### src/logic/adc_ctrl_pkg.sv
// constants for the record channel control block: register map, field layout,
// reset values, soft-step codes and gain tables.
// assumes 8-bit registers written by a host-side serial controller.
package adc_ctrl_pkg;
	// ****************************************
	// register map
	// ****************************************
	localparam logic [7:0] MIC_CFG_ADDR = 8'h51;
	localparam logic [7:0] FINE_GAIN_ADDR = 8'h52;
	localparam logic [7:0] COARSE_GAIN_ADDR = 8'h53;
	localparam logic [7:0] MIC_CFG_RESET = 8'h00;
	localparam logic [7:0] FINE_GAIN_RESET = 8'h80;
	localparam logic [7:0] COARSE_GAIN_RESET = 8'h00;
	localparam logic [7:0] UNMAPPED_READ = 8'h00;

	// ****************************************
	// field positions
	// ****************************************
	localparam int POWER_BIT = 7;
	localparam int SRC_HI = 5;
	localparam int SRC_LO = 4;
	localparam int DMIC_EN_BIT = 3;
	localparam int STEP_HI = 1;
	localparam int STEP_LO = 0;
	localparam int MUTE_BIT = 7;
	localparam int FINE_HI = 6;
	localparam int FINE_LO = 4;
	localparam int COARSE_HI = 6;

	// ****************************************
	// codes
	// ****************************************
	localparam logic [1:0] SRC_GPIO = 2'h0;
	localparam logic [1:0] SRC_DIN = 2'h2;
	localparam logic [1:0] STEP_EVERY = 2'h0;
	localparam logic [1:0] STEP_EVERY_TWO = 2'h1;

	// coarse gain in half-dB steps, legal span -12 dB .. +20 dB
	localparam logic signed [6:0] COARSE_MIN = -7'sd24;
	localparam logic signed [6:0] COARSE_MAX = 7'sd40;
	localparam logic [6:0] COARSE_BIAS = 7'h18;
	localparam logic [6:0] STEPS_PER_OCTAVE = 7'h0C;
	localparam int OCTAVE_BIAS = 2;

	// ****************************************
	// datapath
	// ****************************************
	localparam int SAMPLE_W = 24;
	localparam int COARSE_FRAC = 14;
	localparam int FINE_FRAC = 15;
	localparam int FINE_LAST = 4;
	// 10^(r*0.5/20) in Q14, r = 0..11
	localparam logic [15:0] HALF_DB_TABLE [12] = '{16'h4000, 16'h43CB, 16'h47CF, 16'h4C11, 16'h5092, 16'h5559,
		16'h5A67, 16'h5FC3, 16'h6570, 16'h6B72, 16'h71D0, 16'h788E};
	// 10^(-f*0.1/20) in Q15, f = 0..4
	localparam logic [15:0] FINE_TABLE [5] = '{16'h7FFF, 16'h7E89, 16'h7D16, 16'h7BA8, 16'h7A3D};
endpackage

### src/logic/adc_channel_digital_control.sv
// record channel digital control: configuration registers, digital microphone
// routing, soft-stepped coarse gain, fine gain, mute and a two-entry output buffer.
// assumes register strobes and samples are synchronous to ref_clk, and that
// sample_tick pulses once per record sample period.
// Operation
// - channel power output follows config bit 7; resets to powered down
// - source code 00 takes general io pin one, 10 takes serial data input
// - microphone bit reaches the channel only while enable bit 3 is set
// - step code 00 every sample, 01 every two, 10 and 11 immediate
// - mute bit 7 of fine register zeroes output; resets muted
// - fine code 000..100 attenuates 0 to -0.4 dB; 101..111 unused
// - coarse field is two's-complement half-dB count, -12 to +20 dB
module adc_channel_digital_control
	import adc_ctrl_pkg::*;
(
	// clock and reset
	input wire logic ref_clk,
	input wire logic srst,
	// register port
	input wire logic reg_wr_en,
	input wire logic reg_rd_en,
	input wire logic [7:0] reg_addr,
	input wire logic [7:0] reg_wdata,
	output logic [7:0] reg_rdata,
	// digital microphone pins and routed bit
	input wire logic general_io_pin_one,
	input wire logic serial_data_in,
	output logic dmic_bit,
	output logic dmic_active,
	// channel state
	output logic channel_power_up,
	output logic signed [6:0] applied_coarse,
	// sample rate
	input wire logic sample_tick,
	// incoming samples
	input wire logic in_valid,
	output logic in_ready,
	input wire logic signed [adc_ctrl_pkg::SAMPLE_W-1:0] in_sample,
	// outgoing samples
	output logic out_valid,
	input wire logic out_ready,
	output logic signed [adc_ctrl_pkg::SAMPLE_W-1:0] out_sample
);
	import adc_ctrl_pkg::*;

	// ****************************************
	// helpers
	// ****************************************
	function automatic logic signed [6:0] clamp_coarse(input logic [6:0] code);
		logic signed [6:0] v;
		v = $signed(code);
		if (v < COARSE_MIN) begin
			return COARSE_MIN;
		end else if (v > COARSE_MAX) begin
			return COARSE_MAX;
		end
		return v;
	endfunction

	function automatic logic [15:0] fine_coef(input logic [2:0] code);
		if (code > 3'(FINE_LAST)) begin
			return FINE_TABLE[0];
		end
		return FINE_TABLE[code];
	endfunction

	// ****************************************
	// registers
	// ****************************************
	logic [7:0] mic_cfg_q, mic_cfg_d;
	logic [7:0] fine_q, fine_d;
	logic [7:0] coarse_q, coarse_d;
	logic [7:0] rdata_q, rdata_d;

	always_comb begin
		mic_cfg_d = mic_cfg_q;
		fine_d = fine_q;
		coarse_d = coarse_q;
		rdata_d = rdata_q;
		if (reg_wr_en) begin
			unique case (reg_addr)
				MIC_CFG_ADDR: mic_cfg_d = reg_wdata;
				FINE_GAIN_ADDR: fine_d = reg_wdata;
				COARSE_GAIN_ADDR: coarse_d = reg_wdata;
				default: ;
			endcase
		end
		if (reg_rd_en) begin
			unique case (reg_addr)
				MIC_CFG_ADDR: rdata_d = mic_cfg_q;
				FINE_GAIN_ADDR: rdata_d = fine_q;
				COARSE_GAIN_ADDR: rdata_d = coarse_q;
				default: rdata_d = UNMAPPED_READ;
			endcase
		end
	end

	always_ff @(posedge ref_clk) begin
		if (srst) begin
			mic_cfg_q <= MIC_CFG_RESET;
			fine_q <= FINE_GAIN_RESET;
			coarse_q <= COARSE_GAIN_RESET;
			rdata_q <= UNMAPPED_READ;
		end else begin
			mic_cfg_q <= mic_cfg_d;
			fine_q <= fine_d;
			coarse_q <= coarse_d;
			rdata_q <= rdata_d;
		end
	end

	assign reg_rdata = rdata_q;

	logic power_on;
	logic mute_on;
	logic [1:0] step_mode;
	assign power_on = mic_cfg_q[POWER_BIT];
	assign mute_on = fine_q[MUTE_BIT];
	assign step_mode = mic_cfg_q[STEP_HI:STEP_LO];
	assign channel_power_up = power_on;

	// ****************************************
	// digital microphone routing
	// ****************************************
	logic dmic_bit_q, dmic_bit_d;
	logic dmic_active_q, dmic_active_d;

	always_comb begin
		dmic_active_d = power_on && mic_cfg_q[DMIC_EN_BIT];
		dmic_bit_d = 1'b0;
		if (dmic_active_d) begin
			unique case (mic_cfg_q[SRC_HI:SRC_LO])
				SRC_GPIO: dmic_bit_d = general_io_pin_one;
				SRC_DIN: dmic_bit_d = serial_data_in;
				default: dmic_bit_d = 1'b0;
			endcase
		end
	end

	always_ff @(posedge ref_clk) begin
		if (srst) begin
			dmic_bit_q <= 1'b0;
			dmic_active_q <= 1'b0;
		end else begin
			dmic_bit_q <= dmic_bit_d;
			dmic_active_q <= dmic_active_d;
		end
	end

	assign dmic_bit = dmic_bit_q;
	assign dmic_active = dmic_active_q;

	// ****************************************
	// coarse gain soft-stepping
	// ****************************************
	logic signed [6:0] cur_q, cur_d;
	logic half_q, half_d;
	logic signed [6:0] target;
	logic step_now;

	always_comb begin
		target = clamp_coarse(coarse_q[COARSE_HI:0]);
		half_d = half_q;
		step_now = 1'b0;
		if (sample_tick) begin
			half_d = ~half_q;
		end
		unique case (step_mode)
			STEP_EVERY: step_now = sample_tick;
			STEP_EVERY_TWO: step_now = sample_tick && half_q;
			default: step_now = 1'b0;
		endcase
		cur_d = cur_q;
		if (step_mode != STEP_EVERY && step_mode != STEP_EVERY_TWO) begin
			cur_d = target;
		end else if (step_now && cur_q < target) begin
			cur_d = cur_q + 7'sd1;
		end else if (step_now && cur_q > target) begin
			cur_d = cur_q - 7'sd1;
		end
	end

	always_ff @(posedge ref_clk) begin
		if (srst) begin
			cur_q <= 7'sd0;
			half_q <= 1'b0;
		end else begin
			cur_q <= cur_d;
			half_q <= half_d;
		end
	end

	assign applied_coarse = cur_q;

	// ****************************************
	// gain datapath
	// ****************************************
	logic [6:0] idx;
	logic [6:0] octave;
	logic [6:0] resid;
	logic signed [47:0] p_coarse, p_shift, p_fine;
	logic signed [SAMPLE_W-1:0] scaled;

	always_comb begin
		idx = 7'(cur_q) + COARSE_BIAS;
		octave = idx / STEPS_PER_OCTAVE;
		resid = idx % STEPS_PER_OCTAVE;
		// half-dB residue, then whole octaves as shifts
		p_coarse = ($signed(48'(in_sample)) * $signed({1'b0, HALF_DB_TABLE[resid[3:0]]})) >>> COARSE_FRAC;
		if (int'(octave) >= OCTAVE_BIAS) begin
			p_shift = p_coarse <<< (int'(octave) - OCTAVE_BIAS);
		end else begin
			p_shift = p_coarse >>> (OCTAVE_BIAS - int'(octave));
		end
		// fine attenuation added on top of coarse
		p_fine = (p_shift * $signed({1'b0, fine_coef(fine_q[FINE_HI:FINE_LO])})) >>> FINE_FRAC;
		if (p_fine > 48'sh7FFFFF) begin
			scaled = 24'sh7FFFFF;
		end else if (p_fine < -48'sh800000) begin
			scaled = -24'sh800000;
		end else begin
			scaled = p_fine[SAMPLE_W-1:0];
		end
		if (mute_on) begin
			scaled = '0;
		end
	end

	// ****************************************
	// two-entry output buffer
	// ****************************************
	logic signed [SAMPLE_W-1:0] mem_q [2];
	logic signed [SAMPLE_W-1:0] mem_d [2];
	logic wr_ptr_q, wr_ptr_d;
	logic rd_ptr_q, rd_ptr_d;
	logic [1:0] count_q, count_d;
	logic push, pop;

	assign in_ready = (count_q != 2'h2);
	assign out_valid = (count_q != 2'h0);
	assign out_sample = mem_q[rd_ptr_q];

	always_comb begin
		// powered-down channel swallows samples without output
		push = in_valid && in_ready && power_on;
		pop = out_valid && out_ready;
		mem_d = mem_q;
		wr_ptr_d = wr_ptr_q;
		rd_ptr_d = rd_ptr_q;
		if (push) begin
			mem_d[wr_ptr_q] = scaled;
			wr_ptr_d = ~wr_ptr_q;
		end
		if (pop) begin
			rd_ptr_d = ~rd_ptr_q;
		end
		count_d = count_q + 2'(push) - 2'(pop);
	end

	always_ff @(posedge ref_clk) begin
		if (srst) begin
			mem_q <= '{default: '0};
			wr_ptr_q <= 1'b0;
			rd_ptr_q <= 1'b0;
			count_q <= 2'h0;
		end else begin
			mem_q <= mem_d;
			wr_ptr_q <= wr_ptr_d;
			rd_ptr_q <= rd_ptr_d;
			count_q <= count_d;
		end
	end
endmodule

### config.mk
export PLATFORM = sky130hd
export DESIGN_NAME = adc_channel_digital_control
export DESIGN_NICKNAME = d
export VERILOG_FILES = /design/src/logic/adc_ctrl_pkg.sv /design/src/logic/adc_channel_digital_control.sv
export SDC_FILE = /design/constraint.sdc
export NUM_CORES = 2
export LEC_CHECK = 0
export BUFFER_PORTS_ARGS = -buffer_cell sky130_fd_sc_hd__buf_2
export CAP_MARGIN = 20
export CORE_ASPECT_RATIO = 1.2
export CORE_MARGIN = 2
export CORE_UTILIZATION = 49
export DETAILED_ROUTE_END_ITERATION = 6
export SLEW_MARGIN = 30
export SYNTH_ARGS = -nofsm -noshare
export SYNTH_HDL_FRONTEND = slang
export SYNTH_SLANG_ARGS = --single-unit
### constraint.sdc
create_clock -name ref_clk -period 37.9 [get_ports ref_clk]
set_input_delay 9.475 -clock ref_clk [delete_from_list [all_inputs] [get_ports ref_clk]]
set_output_delay 9.475 -clock ref_clk [all_outputs]
set_load 0.05 [all_outputs]
* After elaboration in Yosys (flattened, before gate mapping) *
Memories as Yosys holds them, arrays and structs flattened.
Cells that the tools add are included.

operators by class
  add/sub/neg operators = 7
  multipliers = 2
  divide/modulo/power cells = 2
  $lt $le $gt $ge = 13
  eq/ne operators = 7
  shift-type cells = 2
  mux-type cells = 28
  bitwise logic cells = 8
  reductions and logical operators = 18

operators with widths
  kind                                                                                  number
  24-bit two-way mux                                                                    7
  16-bit two-way mux                                                                    6
  48-bit bitwise mux                                                                    1
  48-bit by 17-bit multiplier with 48-bit output                                        1
  48-bit two-way mux                                                                    1
  27-bit by 32-bit <<< shifter with 48-bit output                                       1
  27-bit by 32-bit >>> shifter with 48-bit output                                       1
  7-bit two-way mux                                                                     6
  24-bit by 17-bit multiplier with 41-bit output                                        1
  33-bit by 24-bit greater-than comparator with 1-bit output (second input constant)    1
  33-bit by 24-bit < comparator with 1-bit output (second input constant)               1
  24-bit demux with 1-bit select                                                        1
  8-bit by 7-bit equality test with 1-bit output (second input constant)                3
  8-bit one-hot mux with 3 select lines                                                 1
  1-bit logical AND                                                                     9
  2-bit by 7-bit subtractor with 8-bit output (first input constant)                    1
  7-bit by 2-bit subtractor with 8-bit output (second input constant)                   1
  7-bit by 2-bit adder with 7-bit output (second input constant)                        1
  7-bit by 5-bit adder with 7-bit output (second input constant)                        1
  7-bit by 4-bit divider with 7-bit output (second input constant)                      1
  7-bit by 2-bit greater-or-equal comparator with 1-bit output (second input constant)  1
  7-bit greater-than comparator                                                         1
  7-bit greater-than comparator (second input constant)                                 1
  7-bit by 6-bit < comparator with 1-bit output (second input constant)                 1
  25 further kinds                                                                      37

storage, ports and cells
  flip-flop bits (word level) = 94
  memory bits (read-only) = 384
  output and inout port bits = 44
  logic and storage cells = 102
  memories kept = 2

memory list
  memory           depth  bits a word  rd ports  clocked after Yosys merged registers in  write ports  line                                text
  (no name shown)  16     16           1         0                                        0            adc_channel_digital_control.sv:209  p_coarse = ($signed(48'(in_sample)) * $signed({1'b0, HALF_DB_TABLE[resid[3:0]]})) >>> COARSE_FRAC;
  (no name shown)  8      16           1         0                                        0            adc_channel_digital_control.sv:64   return FINE_TABLE[code];

* Logic depth before layout (Yosys ltp) *
  depth after elaboration = 15
  gate-level depth with buffers = 73
  depth with buffers taken out = 66

* Worst setup path before layout *
OpenSTA, ideal clock, no wires.

  kind = in2reg
  from = input port in_sample[23] (netlist bit)
  to = register mem_q[14] (netlist bit)
  data arrival time = 23.637 ns
  setup slack = 14.141 ns
  stages on the path = 52
  cell sequence = clkbuf_1 > nand2_1 > fa_1 > fa_1 > inv_1 > fa_1 > inv_1 > fa_1 > inv_1 > fa_1 > inv_1 > fa_1 > inv_1 > ha_1 > a21o_1 > a21o_1 > a221oi_1 > and2_1 > [16 not listed] > inv_1 > fa_1 > inv_1 > ha_1 > a21o_1 > a21o_1 > a21oi_1 > a31oi_1 > nor3_1 > o21ai_0 > a21oi_1 > o21bai_1 > xor2_1 > or3_1 > nor4_1 > nor3_4 > buf_4 > a221o_1

on the way
  word-level cells in the longest chain between the ends = 9
  elaborated cells between the ends (all ways) = 11
  classes of those cells = 2 x mul; 2 x order compare; 2 x shift; 5 x mux

ends and longest elaborated chain
  item                                                                                                                line                                                                    text
  start: declaration                                                                                                  adc_channel_digital_control.sv:38                                       input wire logic signed [adc_ctrl_pkg::SAMPLE_W-1:0] in_sample,
  24-bit by 17-bit multiplier with 41-bit output (*)                                                                  adc_channel_digital_control.sv:209
  27-bit by 32-bit >>> shifter with 48-bit output or 27-bit by 32-bit <<< shifter with 48-bit output (tied branches)  adc_channel_digital_control.sv:213, adc_channel_digital_control.sv:211
  48-bit two-way mux (*)                                                                                              adc_channel_digital_control.sv:210                                      if (int'(octave) >= OCTAVE_BIAS) begin
  48-bit by 17-bit multiplier with 48-bit output (*)                                                                  adc_channel_digital_control.sv:216                                      p_fine = (p_shift * $signed({1'b0, fine_coef(fine_q[FINE_HI:FINE_LO])})) >>> FINE_FRAC;
  33-bit by 24-bit < comparator with 1-bit output                                                                     adc_channel_digital_control.sv:219                                      end else if (p_fine < -48'sh800000) begin
  24-bit two-way mux                                                                                                  adc_channel_digital_control.sv:219
  24-bit two-way mux (*)                                                                                              adc_channel_digital_control.sv:217                                      if (p_fine > 48'sh7FFFFF) begin
  24-bit two-way mux (*)                                                                                              adc_channel_digital_control.sv:224                                      if (mute_on) begin
  48-bit bitwise mux (*)                                                                                              adc_channel_digital_control.sv:251                                      mem_d[wr_ptr_q] = scaled;
  end signal: assignment                                                                                              adc_channel_digital_control.sv:267                                      mem_q <= mem_d;
  end: declaration                                                                                                    adc_channel_digital_control.sv:232                                      logic signed [SAMPLE_W-1:0] mem_q [2];

Mark *: on every way between the ends. The rest lies on a longest branch, timed or not.
A chain may end at the register's enable or synchronous reset.

* Final worst setup path *
  from = input port in_sample[23] (netlist bit)
  to = register mem_q[16] (netlist bit)

The elaborated chain is that of the path after synthesis.

==> summary.txt <==
Status
  – Status: complete, no violations

Floorplanning
  – Rows: 113
  – Vert. Die Dim: 314 um
  – I/O pin count: 93
  – Full die area: 82100 sq um
  – Die Wd: 262 um
  – Initial Utilization: 49.4%
  – Core area: 79200 sq um

STA
  – Slew headroom: 33.3%
  – Final-report max-slew violation count: 0
  – Final setup violation count: 0
  – Setup Skew: 13.6 ps
  – RSZ-0062 raised after global routing: no
  – Worst Max-Slew Pin Slew: 1000 ps
  – Max Clock Freq: 38.6 MHz
  – Final Hold Vio Count: 0
  – TNS Setup: 0 ps
  – Tcrit/Tclk final: 68.3%
  – Final min period: 25890 ps

Clock tree
  – CTS max path bufs: 2
  – Clk Tree Root Cell: clkbuf_16
  – CTS tree: built
  – Num Clock Sinks: 94
  – CTS Buf Count: 9
  – Hold_buf cts: 0
  – Postcts setup bufs: 0
  – CTS clock-pin slew for the worst setup and hold paths: 60 ps
  – Post-CTS Resized: 0
  – Worst-skew pair later-pin latency: 380 ps
  – H-tree level count: 3

Synthesis
  – Post-synth ARST share: 0%
  – Cell area after synthesis: 39100 sq um
  – FF+latch count, synth: 94
  – Syn. warnings: 0
  – Mapped Cells: 4566
  – Mapped Avg Cell Area: 8.57 sq um
  – Number of synthesized flops with an enable pin: 0
  – Register area share after synthesis: 4.81%
  – Synthesized net count: 5705
  – Yosys cell types: 98
  – Main flop type after synthesis: dfxtp_1

Route
  – Drt total wl: 110 mm
  – WL per Instance: 19.8 um
  – DRC Markers: 0
  – Initial drt markers: 1949
  – ANT nets after route: 0
  – TritonRoute pass-1 iters: 5
  – DR vias: 30800
  – Via-to-Cell Ratio: 5.55

Finish
  – Area of the multi-input gates: 32700 sq um
  – Nets: 5659
  – Share of cells above drive strength 1: 6.59%
  – Fillers: 7667
  – FF/Latch Area: 1880 sq um
  – Area grow syn2layout: 4.57%

Worst setup path
  – Critical Path AT: 26150 ps
  – Worst-path fanout max: 23
  – Largest stage delay on the critical path: 750 ps
  – Slowest stage cell on the critical path: nor4_1
  – Crit end category: register
  – Startpoint types: input pin
  – Crit Path Category: in2reg
  – Top cell by count, worst path: fa_1
  – Crit path required time: 38160 ps

Global route
  – GRT Total Usage: 27.6%
  – Vias in the first global route: 33000
  – Grt ovf: 0
  – Largest net degree at the start of global routing: 50
  – First-pass GRT wire length: 179 mm
  – Initial antenna violation count: 1

Place
  – Gpl congestion: 0.953
  – Port Buffers: 92
  – Hpwl dp: 91.0 mm

Flow run
  – Max cap viols: 0

Min path
  – Class of the worst hold path: reg2reg
[state kept, by name, summed over array words and instances (netlist names)]
signal,count
wr_ptr_q,1
fine_q,8
mem_q,48
rd_ptr_q,1
count_q,2
half_q,1
coarse_q,8
reg_rdata,8
dmic_active,1
dmic_bit,1
applied_coarse,7
mic_cfg_q,8
[logic make-up (layout without fill, tap and decap cells)]
logic type      after synthesis  in the layout  share of synthesized area [%]
compound gates              653            653                           11.6
xor+xnor                     86             86                           2.03
fa+ha+maj                  1090           1090                           51.1
buf+inv                    1250           1207                           12.1
flops                        94             94                           4.81
mux                         108            108                           3.07
other cells                   0              1                              0
simple gates               1285           1285                           15.3
[per-layer routing]
layer	track usage [%]	wire [um]	part of all wire, %	up-vias
met4	9.40	4040	3.7	0
li1	-	-	-	14100
met2	48.7	55500	51	910
met3	2.44	4770	4.3	230
met1	35.6	45600	41	15600
met5	0	0	0	-
[critical path, delay by kind of cell]
family | cells | cell delay (ps)
xor gates and xnor gates | 1 | 250
AOI/OAI and AO/OA | 15 | 4550
adders and majority gates | 14 | 6940
buffers and inverters | 9 | 1040
muxes | 1 | 210
and+or+nand+nor | 10 | 3610
[synth_stat cells, types with 36 or more instances]
master | count | area (sq um)
a21o_1 | 36 | 270
a221o_1 | 52 | 521
nand3_1 | 52 | 260
fa_1 | 846 | 16900
inv_1 | 1038 | 3900
dfxtp_1 | 94 | 1880
a21oi_1 | 170 | 851
nand2_1 | 442 | 1660
mux2_2 | 46 | 518
ha_1 | 244 | 3050
nand2b_1 | 86 | 538
clkbuf_1 | 175 | 657
nor2_1 | 391 | 1470
xnor2_1 | 64 | 561
mux2i_1 | 57 | 571
and2_1 | 77 | 482
o21ai_0 | 99 | 495
nor2b_1 | 68 | 425
[cell type report]
| cell class | count | area share [%] |
|---|---|---|
| multi-input cells | 3222 | 79.8 |
| diodes | 1 | 0.00612 |
| clock inverters | 5 | 0.0917 |
| well taps | 1035 | 3.17 |
| flip-flops and latches | 94 | 4.60 |
| repair buffers | 150 | 2.19 |
| inverters | 1043 | 9.57 |
| clock buffers | 9 | 0.550 |
[worst paths after layout]
kind         slack, ps  depth (start not counted)   endpoint              start
min                460                          2  mem_q[23]          mem_q[23]
max              12010                         50  mem_q[16]      in_sample[23]
max reg2reg      17170                         62  mem_q[16]  applied_coarse[4]
min reg2reg        460                          2  mem_q[23]          mem_q[23]
[layout by cell type (no fill, tap or decap), drive strengths merged, types with 8 or more instances in the layout]
master	instances
o31ai	17
ha	244
and3	17
or2	19
and2	78
clkbuf	9
nand4	31
o211ai	24
mux2	46
o21bai	12
xnor2	64
a211oi	34
nand3	52
o21a	22
nor2b	68
a21o	36
o311ai	8
inv	1039
nor3	41
fa	846
buf	150
a221o	52
nor2	392
nand2b	86
a311oi	9
a22oi	17
or3	20
dfxtp	94
o211a	11
mux2i	57
a21oi	172
nand2	444
o21ai	116
nor4	12
a31oi	26
a221oi	9
xor2	19
[metrics by stage]
step           setup WS (ps)  util [%]  instances  hold WS (ps)  area (sq um)
2_1_floorplan          14140         -       4566           420         39100
3_3_place_gp           11600      51.3       5544           438         40600
3_5_place_dp           11680      51.3       5544           444         40600
4_1_cts                12060      51.6       5558           463         40900
5_1_grt                11090      51.7       5558           487         40900
6_report               12010      51.7       5559           455         40900
Power is left out: the tool's default activity adds up to more than one toggle a clock period on the data nets, which glitch-free logic cannot reach.
